<file path="src/logic/asc_pkg.sv">
// Package with pin bundles, states and timing constants for the static memory controller.
package asc_pkg;

    localparam int ADDR_WIDTH = 17;
    localparam int DATA_WIDTH = 8;

    // Clock period in nanoseconds at 50 MHz.
    localparam int CLOCK_PERIOD_NS = 20;

    // Memory timing figures for the slower speed grade, in nanoseconds.
    localparam int READ_CYCLE_NS = 70;
    localparam int WRITE_PULSE_NS = 60;
    localparam int TURNAROUND_NS = 25;

    // Least times round up to whole cycles.
    localparam int READ_CYCLES = (READ_CYCLE_NS + CLOCK_PERIOD_NS - 1) / CLOCK_PERIOD_NS;
    localparam int WRITE_CYCLES = (WRITE_PULSE_NS + CLOCK_PERIOD_NS - 1) / CLOCK_PERIOD_NS;
    localparam int TURN_CYCLES = (TURNAROUND_NS + CLOCK_PERIOD_NS - 1) / CLOCK_PERIOD_NS;

    localparam int COUNT_WIDTH = 3;
    localparam logic [COUNT_WIDTH-1:0] COUNT_ZERO = 3'h0;
    localparam logic [COUNT_WIDTH-1:0] COUNT_ONE = 3'h1;
    localparam logic [COUNT_WIDTH-1:0] READ_COUNT = COUNT_WIDTH'(READ_CYCLES);
    localparam logic [COUNT_WIDTH-1:0] WRITE_COUNT = COUNT_WIDTH'(WRITE_CYCLES);
    localparam logic [COUNT_WIDTH-1:0] TURN_COUNT = COUNT_WIDTH'(TURN_CYCLES);

    localparam logic [ADDR_WIDTH-1:0] ADDR_RESET = 17'h00000;
    localparam logic [DATA_WIDTH-1:0] DATA_RESET = 8'h00;

    // Controller states.
    typedef enum logic [2:0] {
        ST_IDLE = 3'b000,
        ST_READ = 3'b001,
        ST_WRITE = 3'b010,
        ST_RECOVER = 3'b011
    } asc_state_type;

    // Request from the user side.
    typedef struct packed {
        logic write;
        logic [ADDR_WIDTH-1:0] address;
        logic [DATA_WIDTH-1:0] data;
    } asc_request_type;

    // Strobes driven toward the memory.
    typedef struct packed {
        logic select_low_active_n;
        logic select_high_active;
        logic output_enable_n;
        logic write_enable_n;
    } asc_strobe_type;

    localparam asc_strobe_type STROBE_IDLE = '{select_low_active_n: 1'b1, select_high_active: 1'b0,
                                               output_enable_n: 1'b1, write_enable_n: 1'b1};

endpackage

</file>
<file path="src/logic/asc_controller.sv">
// Controller that drives an asynchronous byte-wide static memory through its pins.
//
// Contract
// [RULE_01] Memory holds 128K bytes of 8 bits.
// [RULE_02] Write: select low, select high, strobe low.
// [RULE_03] Read: selects active, output enable low, strobe high.
// [RULE_04] Memory floats data when deselected or disabled.
// [RULE_05] Either select inactive puts memory in standby.
// [RULE_06] Write interval is overlap of all three.
// [RULE_07] Write ends when first qualifier goes inactive.
// [RULE_08] Simultaneous deselect and strobe rise keeps lines floating.
// [RULE_09] Output enable high keeps data floating during write.
// [RULE_10] Controller never drives while memory may drive.
// [RULE_11] Address valid no later than selects active.
// [RULE_12] Write strobe stays high through every read.
// [RULE_13] Selected with both enables high floats data.
// [RULE_14] Address 17 bits, data 8 bits bidirectional.
`timescale 1ns/10ps
module asc_controller
    import asc_pkg::*;
(
    input wire logic clock, // System clock, 50 MHz.
    input wire logic reset, // Synchronous reset, active high.
    input wire logic request_valid, // User requests an access.
    input wire asc_request_type request, // Access kind, address and write byte.
    output logic request_ready, // Controller can take a request.
    output logic read_valid, // Read byte is ready, one cycle.
    output logic [DATA_WIDTH-1:0] read_data, // Byte read from memory.
    output logic [ADDR_WIDTH-1:0] address_lines, // Address to memory.
    output logic select_low_active_n, // Low-active chip select.
    output logic select_high_active, // High-active chip select.
    output logic output_enable_n, // Low-active output enable.
    output logic write_enable_n, // Low-active write strobe.
    input wire logic [DATA_WIDTH-1:0] data_lines_in, // Data pins as seen.
    output logic [DATA_WIDTH-1:0] data_lines_out, // Data driven to memory.
    output logic data_lines_oe // High while the controller drives data.
);

    asc_state_type state;
    asc_strobe_type strobe;
    logic timer_load;
    logic [COUNT_WIDTH-1:0] timer_value;
    logic timer_done;
    logic take;

    assign take = request_valid && request_ready;

    asc_timer u_asc_timer (
        .clock(clock),
        .reset(reset),
        .load(timer_load),
        .count_value(timer_value),
        .done(timer_done)
    );

    // Phase sequencing; recovery gives the memory time to release the bus after a read.
    always_ff @(posedge clock)
    begin
        if (reset)
            state <= ST_IDLE;
        else
        begin
            unique case (state)
                ST_IDLE:
                    if (take)
                        state <= request.write ? ST_WRITE : ST_READ;
                ST_READ:
                    if (timer_done)
                        state <= ST_RECOVER;
                ST_WRITE:
                    if (timer_done)
                        state <= ST_RECOVER;
                ST_RECOVER:
                    if (timer_done)
                        state <= ST_IDLE;
                default:
                    state <= ST_IDLE;
            endcase
        end
    end

    // Timer loads at the start of each phase.
    always_comb
    begin
        timer_load = 1'b0;
        timer_value = TURN_COUNT;
        if (state == ST_IDLE && take)
        begin
            timer_load = 1'b1;
            timer_value = request.write ? WRITE_COUNT : READ_COUNT;
        end
        else if ((state == ST_READ || state == ST_WRITE) && timer_done)
        begin
            timer_load = 1'b1;
            timer_value = TURN_COUNT;
        end
    end

    // Request handshake: accept only when idle so the address never moves mid-access.
    always_ff @(posedge clock)
    begin
        if (reset)
            request_ready <= 1'b0;
        else
            request_ready <= (state == ST_IDLE) && !take;
    end

    // Address is set in the same edge as the selects, so it is valid no later than them. [RULE_11] [RULE_14]
    always_ff @(posedge clock)
    begin
        if (reset)
            address_lines <= ADDR_RESET;
        else if (take)
            address_lines <= request.address;
    end

    // Strobes: read keeps the write strobe high; write ends with strobe and selects together. [RULE_02] [RULE_03]
    always_ff @(posedge clock)
    begin
        if (reset)
            strobe <= STROBE_IDLE;
        else if (state == ST_IDLE && take)
        begin
            strobe.select_low_active_n <= 1'b0;
            strobe.select_high_active <= 1'b1;
            strobe.output_enable_n <= request.write; // [RULE_09]
            strobe.write_enable_n <= !request.write; // [RULE_12]
        end
        else if ((state == ST_READ || state == ST_WRITE) && timer_done)
            strobe <= STROBE_IDLE; // [RULE_07] [RULE_06]
    end

    assign select_low_active_n = strobe.select_low_active_n;
    assign select_high_active = strobe.select_high_active;
    assign output_enable_n = strobe.output_enable_n;
    assign write_enable_n = strobe.write_enable_n;

    // Drive data only for writes, where output enable is high, so the memory never drives. [RULE_10]
    always_ff @(posedge clock)
    begin
        if (reset)
        begin
            data_lines_oe <= 1'b0;
            data_lines_out <= DATA_RESET;
        end
        else if (state == ST_IDLE && take)
        begin
            data_lines_oe <= request.write;
            data_lines_out <= request.data;
        end
        else if (state == ST_WRITE && timer_done)
            data_lines_oe <= 1'b0; // Data hold of zero lets drive drop with the strobe.
    end

    // Capture the byte at the end of the read phase, after the full access time. [RULE_03]
    always_ff @(posedge clock)
    begin
        if (reset)
        begin
            read_valid <= 1'b0;
            read_data <= DATA_RESET;
        end
        else
        begin
            read_valid <= (state == ST_READ) && timer_done;
            if (state == ST_READ && timer_done)
                read_data <= data_lines_in;
        end
    end
endmodule // asc_controller

</file>
<file path="src/logic/asc_timer.sv">
// Down counter that times each phase of a memory access.
`timescale 1ns/10ps
module asc_timer
    import asc_pkg::*;
(
    input wire logic clock, // System clock.
    input wire logic reset, // Synchronous reset, active high.
    input wire logic load, // Load a new count.
    input wire logic [COUNT_WIDTH-1:0] count_value, // Count to load.
    output logic done // High when the count is at one or has run out.
);

    logic [COUNT_WIDTH-1:0] count;

    // Count down to zero after a load; a load of one ends after one cycle.
    always_ff @(posedge clock)
    begin
        if (reset)
            count <= COUNT_ZERO;
        else if (load)
            count <= count_value;
        else if (count != COUNT_ZERO)
            count <= count - COUNT_ONE;
    end

    assign done = (count == COUNT_ONE) || (count == COUNT_ZERO);

endmodule // asc_timer

</file>
<file path="config.mk">
export PLATFORM = sky130hd
export DESIGN_NAME = asc_controller
export DESIGN_NICKNAME = d
export VERILOG_FILES = /design/src/logic/asc_pkg.sv /design/src/logic/asc_controller.sv /design/src/logic/asc_timer.sv
export SDC_FILE = /design/constraint.sdc
export NUM_CORES = 1
export LEC_CHECK = 0
export BUFFER_PORTS_ARGS = -buffer_cell sky130_fd_sc_hd__buf_4
export CAP_MARGIN = 30
export CORE_ASPECT_RATIO = 0.9
export CORE_UTILIZATION = 35
export CTS_BUF_LIST = sky130_fd_sc_hd__clkbuf_4 sky130_fd_sc_hd__clkbuf_8
export DETAILED_ROUTE_END_ITERATION = 16
export GPL_ROUTABILITY_DRIVEN = 1
export PLACE_DENSITY = 0.62
export SLEW_MARGIN = 20
export SYNTH_ARGS = -nofsm -noshare
export SYNTH_HDL_FRONTEND = slang
export SYNTH_SLANG_ARGS = --single-unit
export TNS_END_PERCENT = 30
</file>
<file path="constraint.sdc">
create_clock -name clock -period 4.1 [get_ports clock]
set_clock_uncertainty 0.1 [all_clocks]
set_input_delay 0.82 -clock clock [delete_from_list [all_inputs] [get_ports clock]]
set_output_delay 0.82 -clock clock [all_outputs]
set_load 0.1 [all_outputs]
</file>
==> results of run 1 <==
[state kept, by name, summed over array words and instances, names as in the netlist, 2 cells and up]
name / cells
address_lines: 17
data_lines_out: 8
read_data: 8
state: 2
u_asc_timer.count: 3
[per-stage QoR]
stage | util (%) | setup WS, ns
CTS | 50.9 | 1.76
global placement | 48.5 | 1.81
global route | 51.1 | 1.98
floorplan | - | 2.14
detailed placement | 48.5 | 1.76
finish | 51.1 | 2.11
[power by group through the flow]
| stage | clock, uW | sequential (uW) | combinational (uW) |
|---|---|---|---|
| 6_report | 351 | 548 | 832 |
| 5_1_grt | 379 | 558 | 884 |
| 4_1_cts | 360 | 549 | 837 |
| 3_5_place_dp | 0 | 558 | 836 |
| 3_3_place_gp | 0 | 556 | 832 |
| 2_1_floorplan | 0 | 925 | 316 |
[kinds of logic (layout without fill, tap and decap cells)]
group                    count (synthesis)  in the layout  synth area share, %
multiplexers                            11             11                 6.31
flip-flops                              45             45                 49.9
XOR/XNOR                                 1              1                0.486
adder cells (fa/ha/maj)                  7              7                 4.85
AND/OR/NAND/NOR                         83             83                 19.3
buffers and inverters                   19             91                 5.89
AO/OA/AOI/OAI                           41             41                 13.2
[layer usage]
| metal | routed length [um] | part of all wire, % | vias up |
|---|---|---|---|
| li1 | - | - | 812 |
| met1 | 1910 | 47 | 686 |
| met2 | 1720 | 42 | 61 |
| met3 | 380 | 9.4 | 5 |
| met4 | 49 | 1.2 | 0 |
| met5 | 0 | 0 | - |
[worst max-delay path, delay by kind of cell]
kind / cells / cell delay, ns
compound gates: 1 / 0.07
buf+inv: 1 / 0.09
simple gates: 3 / 1.06
[placed cells by master (no fill, tap or decap), types with 2 or more instances in the layout]
master and count:
nor2_1 19, mux2i_1 8, dfxtp_1 45, ha_1 7
nor3_1 2, clkbuf_8 6, clkbuf_4 2, buf_4 76
a21oi_1 31, inv_1 6, nand2_2 2, nand2_1 52
o21ai_1 2, o21ai_0 2, mux2_1 2
[worst paths after layout]
path | startpoint | endpoint | slack [ns] | cells past startpoint
worst min register to register | address_lines[14]$_SDFFE_PP0P_ | address_lines[14]$_SDFFE_PP0P_ | 0.36 | 2
worst min-delay path | address_lines[14]$_SDFFE_PP0P_ | address_lines[14]$_SDFFE_PP0P_ | 0.36 | 2
worst max register to register | u_asc_timer.count[0]$_SDFFE_PP0P_ | read_data[5]$_SDFFE_PP0P_ | 2.12 | 7
worst max-delay path | request_valid | data_lines_oe$_SDFFE_PP0P_ | 2.11 | 5
[area by class of cell]
class,instances,area (sq um),area share (%)
tap,65,81.3,3.25
inverter,6,22.5,0.901
multi-input combinational,143,797,31.9
clock inverter,1,30.0,1.20
timing repair buffer,77,578,23.1
sequential,45,901,36.0
clock buffer,7,90.1,3.60
==> reports/metrics.yaml, run 1 <==
global_route:
  grt_pass1_vias: 1461
  track_usage_pct: 15.2
  use_met1_pct: 19.0
  use_met3_pct: 6.01
  grt_overflow: 0
  grt_pass1_wl_um: 6530
  busiest_layer: "met2"
  grt_use_met2_pct: 23.6
  grt_max_degree: 50
  antenna_found_initial: 0
logic_synthesis:
  synthTopCellsByCount: "nand2_1 (52), dfxtp_1 (45), a21oi_1 (31), nor2_1 (19), mux2i_1 (8)"
  synth_top_cell_by_area: "dfxtp_1"
  synth_top_area_share_pct: 49.9
  syn-num-nets: 251
  netlist_area_sq_mm: 0.00180
  syn_inst: 207
  synthArstFlopShare_pct: 0
  ys_types: 33
  synth-edff-count: 0
  avgSynthCellArea_sq_um: 8.72
  synth_most_common_cell: "nand2_1"
  synth_seq_cells: 45
  ys_seq_area_share_pct: 49.9
  synthTopCellsByArea: "dfxtp_1 (50%), nand2_1 (11%), a21oi_1 (8.6%), ha_1 (4.9%), mux2i_1 (4.4%)"
  yosysWarnings: 0
  synthFlopType: "dfxtp_1"
clock_tree:
  ctsHoldBuffers: 0
  cts_sinks: 45
  cts_made_buffers: 5
  htreeDepth: 2
  cts_tree: "done"
  clockRootBuffer: "clkbuf_8"
  clock_latency_ns: 0.29
  ctsResizeCount: 0
  cts.path.max_buffers: 2
  clk_pin_slew_ns: 0.08
  cts_setup_buffers: 0
place:
  hpwlAfterDp_um: 2860
  port_buffers: 76
  place_congestion: 0.753
  dpl.cell_count: 335
  place_area_sq_mm: 0.00237
floorplanning:
  core_sq_mm: 0.00489
  rows: 24
  start_util_pct: 36.9
  ioPinCount: 77
  die-area_sq_mm: 0.00545
  die_w_um: 77.7
  die_height_um: 70.1
routing:
  drcViolationCount: 0
  drtAntennaViolNets: 0
  wl_um: 4060
  drtIter0Drc: 41
  wl_per_cell_um: 11.8
  routed_via_density: 4.55
  dr.pass1.iters: 4
  via_count: 1564
timing:
  finalSetupViolCount: 0
  rsz0062_at_grt: "no"
  setup_tns_ns: 0
  tightest_slew_ns: 0.686
  final_max_slew_viol_count: 0
  hold_viol: 0
  max_slew_margin_pct: 54.2
  fin_crit_sh_pct: 48.6
  holdWs_ns: 0.358
  fin_crit_ns: 1.99
  timing.fmax_ghz: 0.502
power_and_ir_drop:
  switching_power_uw: 788
  p_clk_share_pct: 20.3
  p_leak_uw: 0.00115
  pwr-share-seq_pct: 31.7
  power.total_uw: 1730
  p_per_area_mw_per_mm2: 693
  swShare_pct: 45.5
  peakVddDrop_mv: 0.314
  p_int_uw: 944
  combinationalPowerShare_pct: 48.1
cells_and_area:
  fillCellCount: 472
  drive_above_1_share_pct: 34.1
  layout.nets: 322
  diodes: 0
  final-instance-count-excl-fill: 344
  stdcell_area_sq_mm: 0.00250
  syn2layout_area_growth_pct: 38.6
job:
  maxCapViolCount: 0
setup_path:
  arrival_ns: 2.05
  endpoint_kind: "register"
  crit_required_ns: 4.15
  crit_type: "input pin to register"
  cpMaxStageDelayCell: "and2_1"
  critPathMaxFanout: 18
  startpoint_type: "input pin"
  max_stage_delay_ns: 0.57
  cp_cell_sequence: "buf_4 -> and2_1 -> nand2_2 -> nand3_1 -> a21oi_1"
run_status:
  run_status: "complete, no violations"
hold_path:
  hold_path_class: "register to register"
No activity file was read; power rests on OpenSTA's default activity.
==> run 2: changes to the inputs <==
- clock period: 4.1 -> 2.1 ns (I/O delays scaled with it)
==> reports/metrics.yaml, run 2 (synthesis gave the netlist of run 1 again) <==
setup_path:
  cp_cell_sequence: "inv_1 -> ha_1 -> ha_1 -> o31ai_2 -> mux2_1"
  crit_type: "register to register"
  max_stage_delay_ns: 0.38  # -0.19 ns
  critPathLaunch: "u_asc_timer.count[0]$_SDFFE_PP0P_"
  endpoint_kind: "register"
  critPathMaxFanout: 9  # -9
  rrSetupSlack_ns: 0.26  # -1.86 ns
  crit_top_cell: "ha_1"
  crit_required_ns: 2.18  # -1.97 ns
  cpMaxStageDelayCell: "dfxtp_1"
  startpoint_type: "register"
  arrival_ns: 1.92  # -0.13 ns
  timing.critical_path.buf_inv: 1  # unchanged
  r2r-start: "u_asc_timer.count[0]$_SDFFE_PP0P_"
  path_delay_family: "adder cells"
hold_path:
  worst_hold_startpoint: "data_lines_in[4]"
  hold_path_class: "input pin to register"
global_route:
  antenna_found_initial: 0  # unchanged
  grt_overflow: 0  # unchanged
  grt_pass1_vias: 1511  # +3.4%
  grt_max_degree: 37  # -26%
  track_usage_pct: 15.8  # +0.60 points
  grt_pass1_wl_um: 6790  # +3.9%
cells_and_area:
  fillCellCount: 489  # +3.6%
  syn2layout_area_growth_pct: 38.3
  drive_above_1_share_pct: 35.0  # +0.93 points
  largest_register_ffs: 17  # unchanged
  largestRegisters: "address_lines x17, data_lines_out x8, read_data x8"
  largest_register: "address_lines"
  layout.nets: 326  # +1.2%
  diodes: 0  # unchanged
  final_common_cell: "buf_4"
  layout_common_cells: "buf_4 (81), nand2_1 (52), dfxtp_1 (45), a21oi_1 (31), nor2_1 (19)"
job:
  maxCapViolCount: 0  # unchanged
place:
  hpwlAfterDp_um: 2910  # +1.9%
  pre_cts_slack_ns: 0.268  # -1.49 ns
  port_buffers: 76  # unchanged
  place_congestion: 0.669  # -11%
routing:
  drtAntennaViolNets: 0  # unchanged
  wl_per_cell_um: 11.8  # -0.52%
  drcViolationCount: 0  # unchanged
  routed_via_density: 4.55  # +0.11%
  wl_um: 4090  # +0.64%
  via_count: 1584  # +1.3%
  drtIter0Drc: 29  # -29%
  dr.pass1.iters: 4  # unchanged
clock_tree:
  cts_setup_buffers: 0  # unchanged
  cts_tree: "done"
  clockRootBuffer: "clkbuf_8"
  htreeDepth: 2  # unchanged
  clock_latency_ns: 0.29  # about the same
  ctsHoldBuffers: 0  # unchanged
  cts.path.max_buffers: 2  # unchanged
  ctsResizeCount: 0  # unchanged
  clk_pin_slew_ns: 0.08  # about the same
  cts_sinks: 45  # unchanged
  cts_made_buffers: 5  # unchanged
timing:
  setup_tns_ns: 0  # unchanged
  timing.fmax_ghz: 0.544
  hold_viol: 0  # unchanged
  max_slew_margin_pct: 74.4  # +20 points
  finalSetupViolCount: 0  # unchanged
  fin_crit_sh_pct: 87.5
  final_max_slew_viol_count: 0  # unchanged
  tightest_slew_ns: 0.383  # -0.303 ns
  rsz0062_at_grt: "no"
  post-route-worst-setup-slack_ns: 0.263  # -1.84 ns
  fin_crit_ns: 1.84
  holdWs_ns: 0.258  # -0.100 ns
power_and_ir_drop:
  p_leak_uw: 0.00115  # +0.53%
  peakVddDrop_mv: 0.572  # +82%
  p_per_area_mw_per_mm2: 1300  # +88%
floorplanning:
  die-area_sq_mm: 0.00545  # unchanged
  die_w_um: 77.7  # unchanged
  core_sq_mm: 0.00489  # unchanged
  ioPinCount: 77  # unchanged
  start_util_pct: 36.9  # unchanged
  die_height_um: 70.1  # unchanged
  rows: 24  # unchanged
run_status:
  run_status: "complete, no violations"
[run 2: layer usage]
metal	vias up	wire length [um]	part of all wire (%)	global-route usage, %
met2	60	1740	43	24.6
met1	693	1920	47	19.7
met4	0	34	0.83	5.24
met3	5	392	9.6	6.67
li1	826	-	-	-
met5	-	0	0	0
[run 2: stage by stage]
stage | std cells | power [uW] | cell area, sq um | utilization [%]
3_5_place_dp | 340 | 2750 | 2410 | 49.2
4_1_cts | 348 | 3280 | 2500 | 51.0
2_1_floorplan | 207 | 2420 | 1800 | -
3_3_place_gp | 340 | 2740 | 2410 | 49.2
5_1_grt | 348 | 3440 | 2500 | 51.0
6_report | 348 | 3250 | 2500 | 51.0
[run 2: final cells by class]
cell class | count | area (sq um) | area share, %
Clock buffer | 6 | 76.3 | 3.06
Clock inverter | 2 | 10.0 | 0.401
Inverter | 6 | 22.5 | 0.902
Multi-Input combinational cell | 143 | 797 | 31.9
Sequential cell | 45 | 901 | 36.1
Tap cell | 65 | 81.3 | 3.26
Timing Repair Buffer | 81 | 608 | 24.4
[run 2: path summary, 6_finish.rpt]
path | endpoint | cells past startpoint
worst max register to register | state[0]$_SDFFE_PP0P_ | 5
worst min-delay path | read_data[4]$_SDFFE_PP0P_ | 3
worst max-delay path | state[0]$_SDFFE_PP0P_ | 5
worst min register to register | address_lines[15]$_SDFFE_PP0P_ | 2
[run 2: power breakdown]
part	leakage [uW]	internal [uW]	switching, uW	total (uW)
Clock	0.0000484	244	278	522
Sequential	0.000367	992	77.3	1070
Combinational	0.000740	467	1190	1660
[run 2: worst register-to-register path, delay by kind of cell, from the launching register on]
kind                       cells  cell delay [ns]
DFF                            1             0.38
AOI/OAI and AO/OA              1             0.34
buffers and inverters          1             0.06
muxes                          1             0.35
adders and majority gates      2             0.50
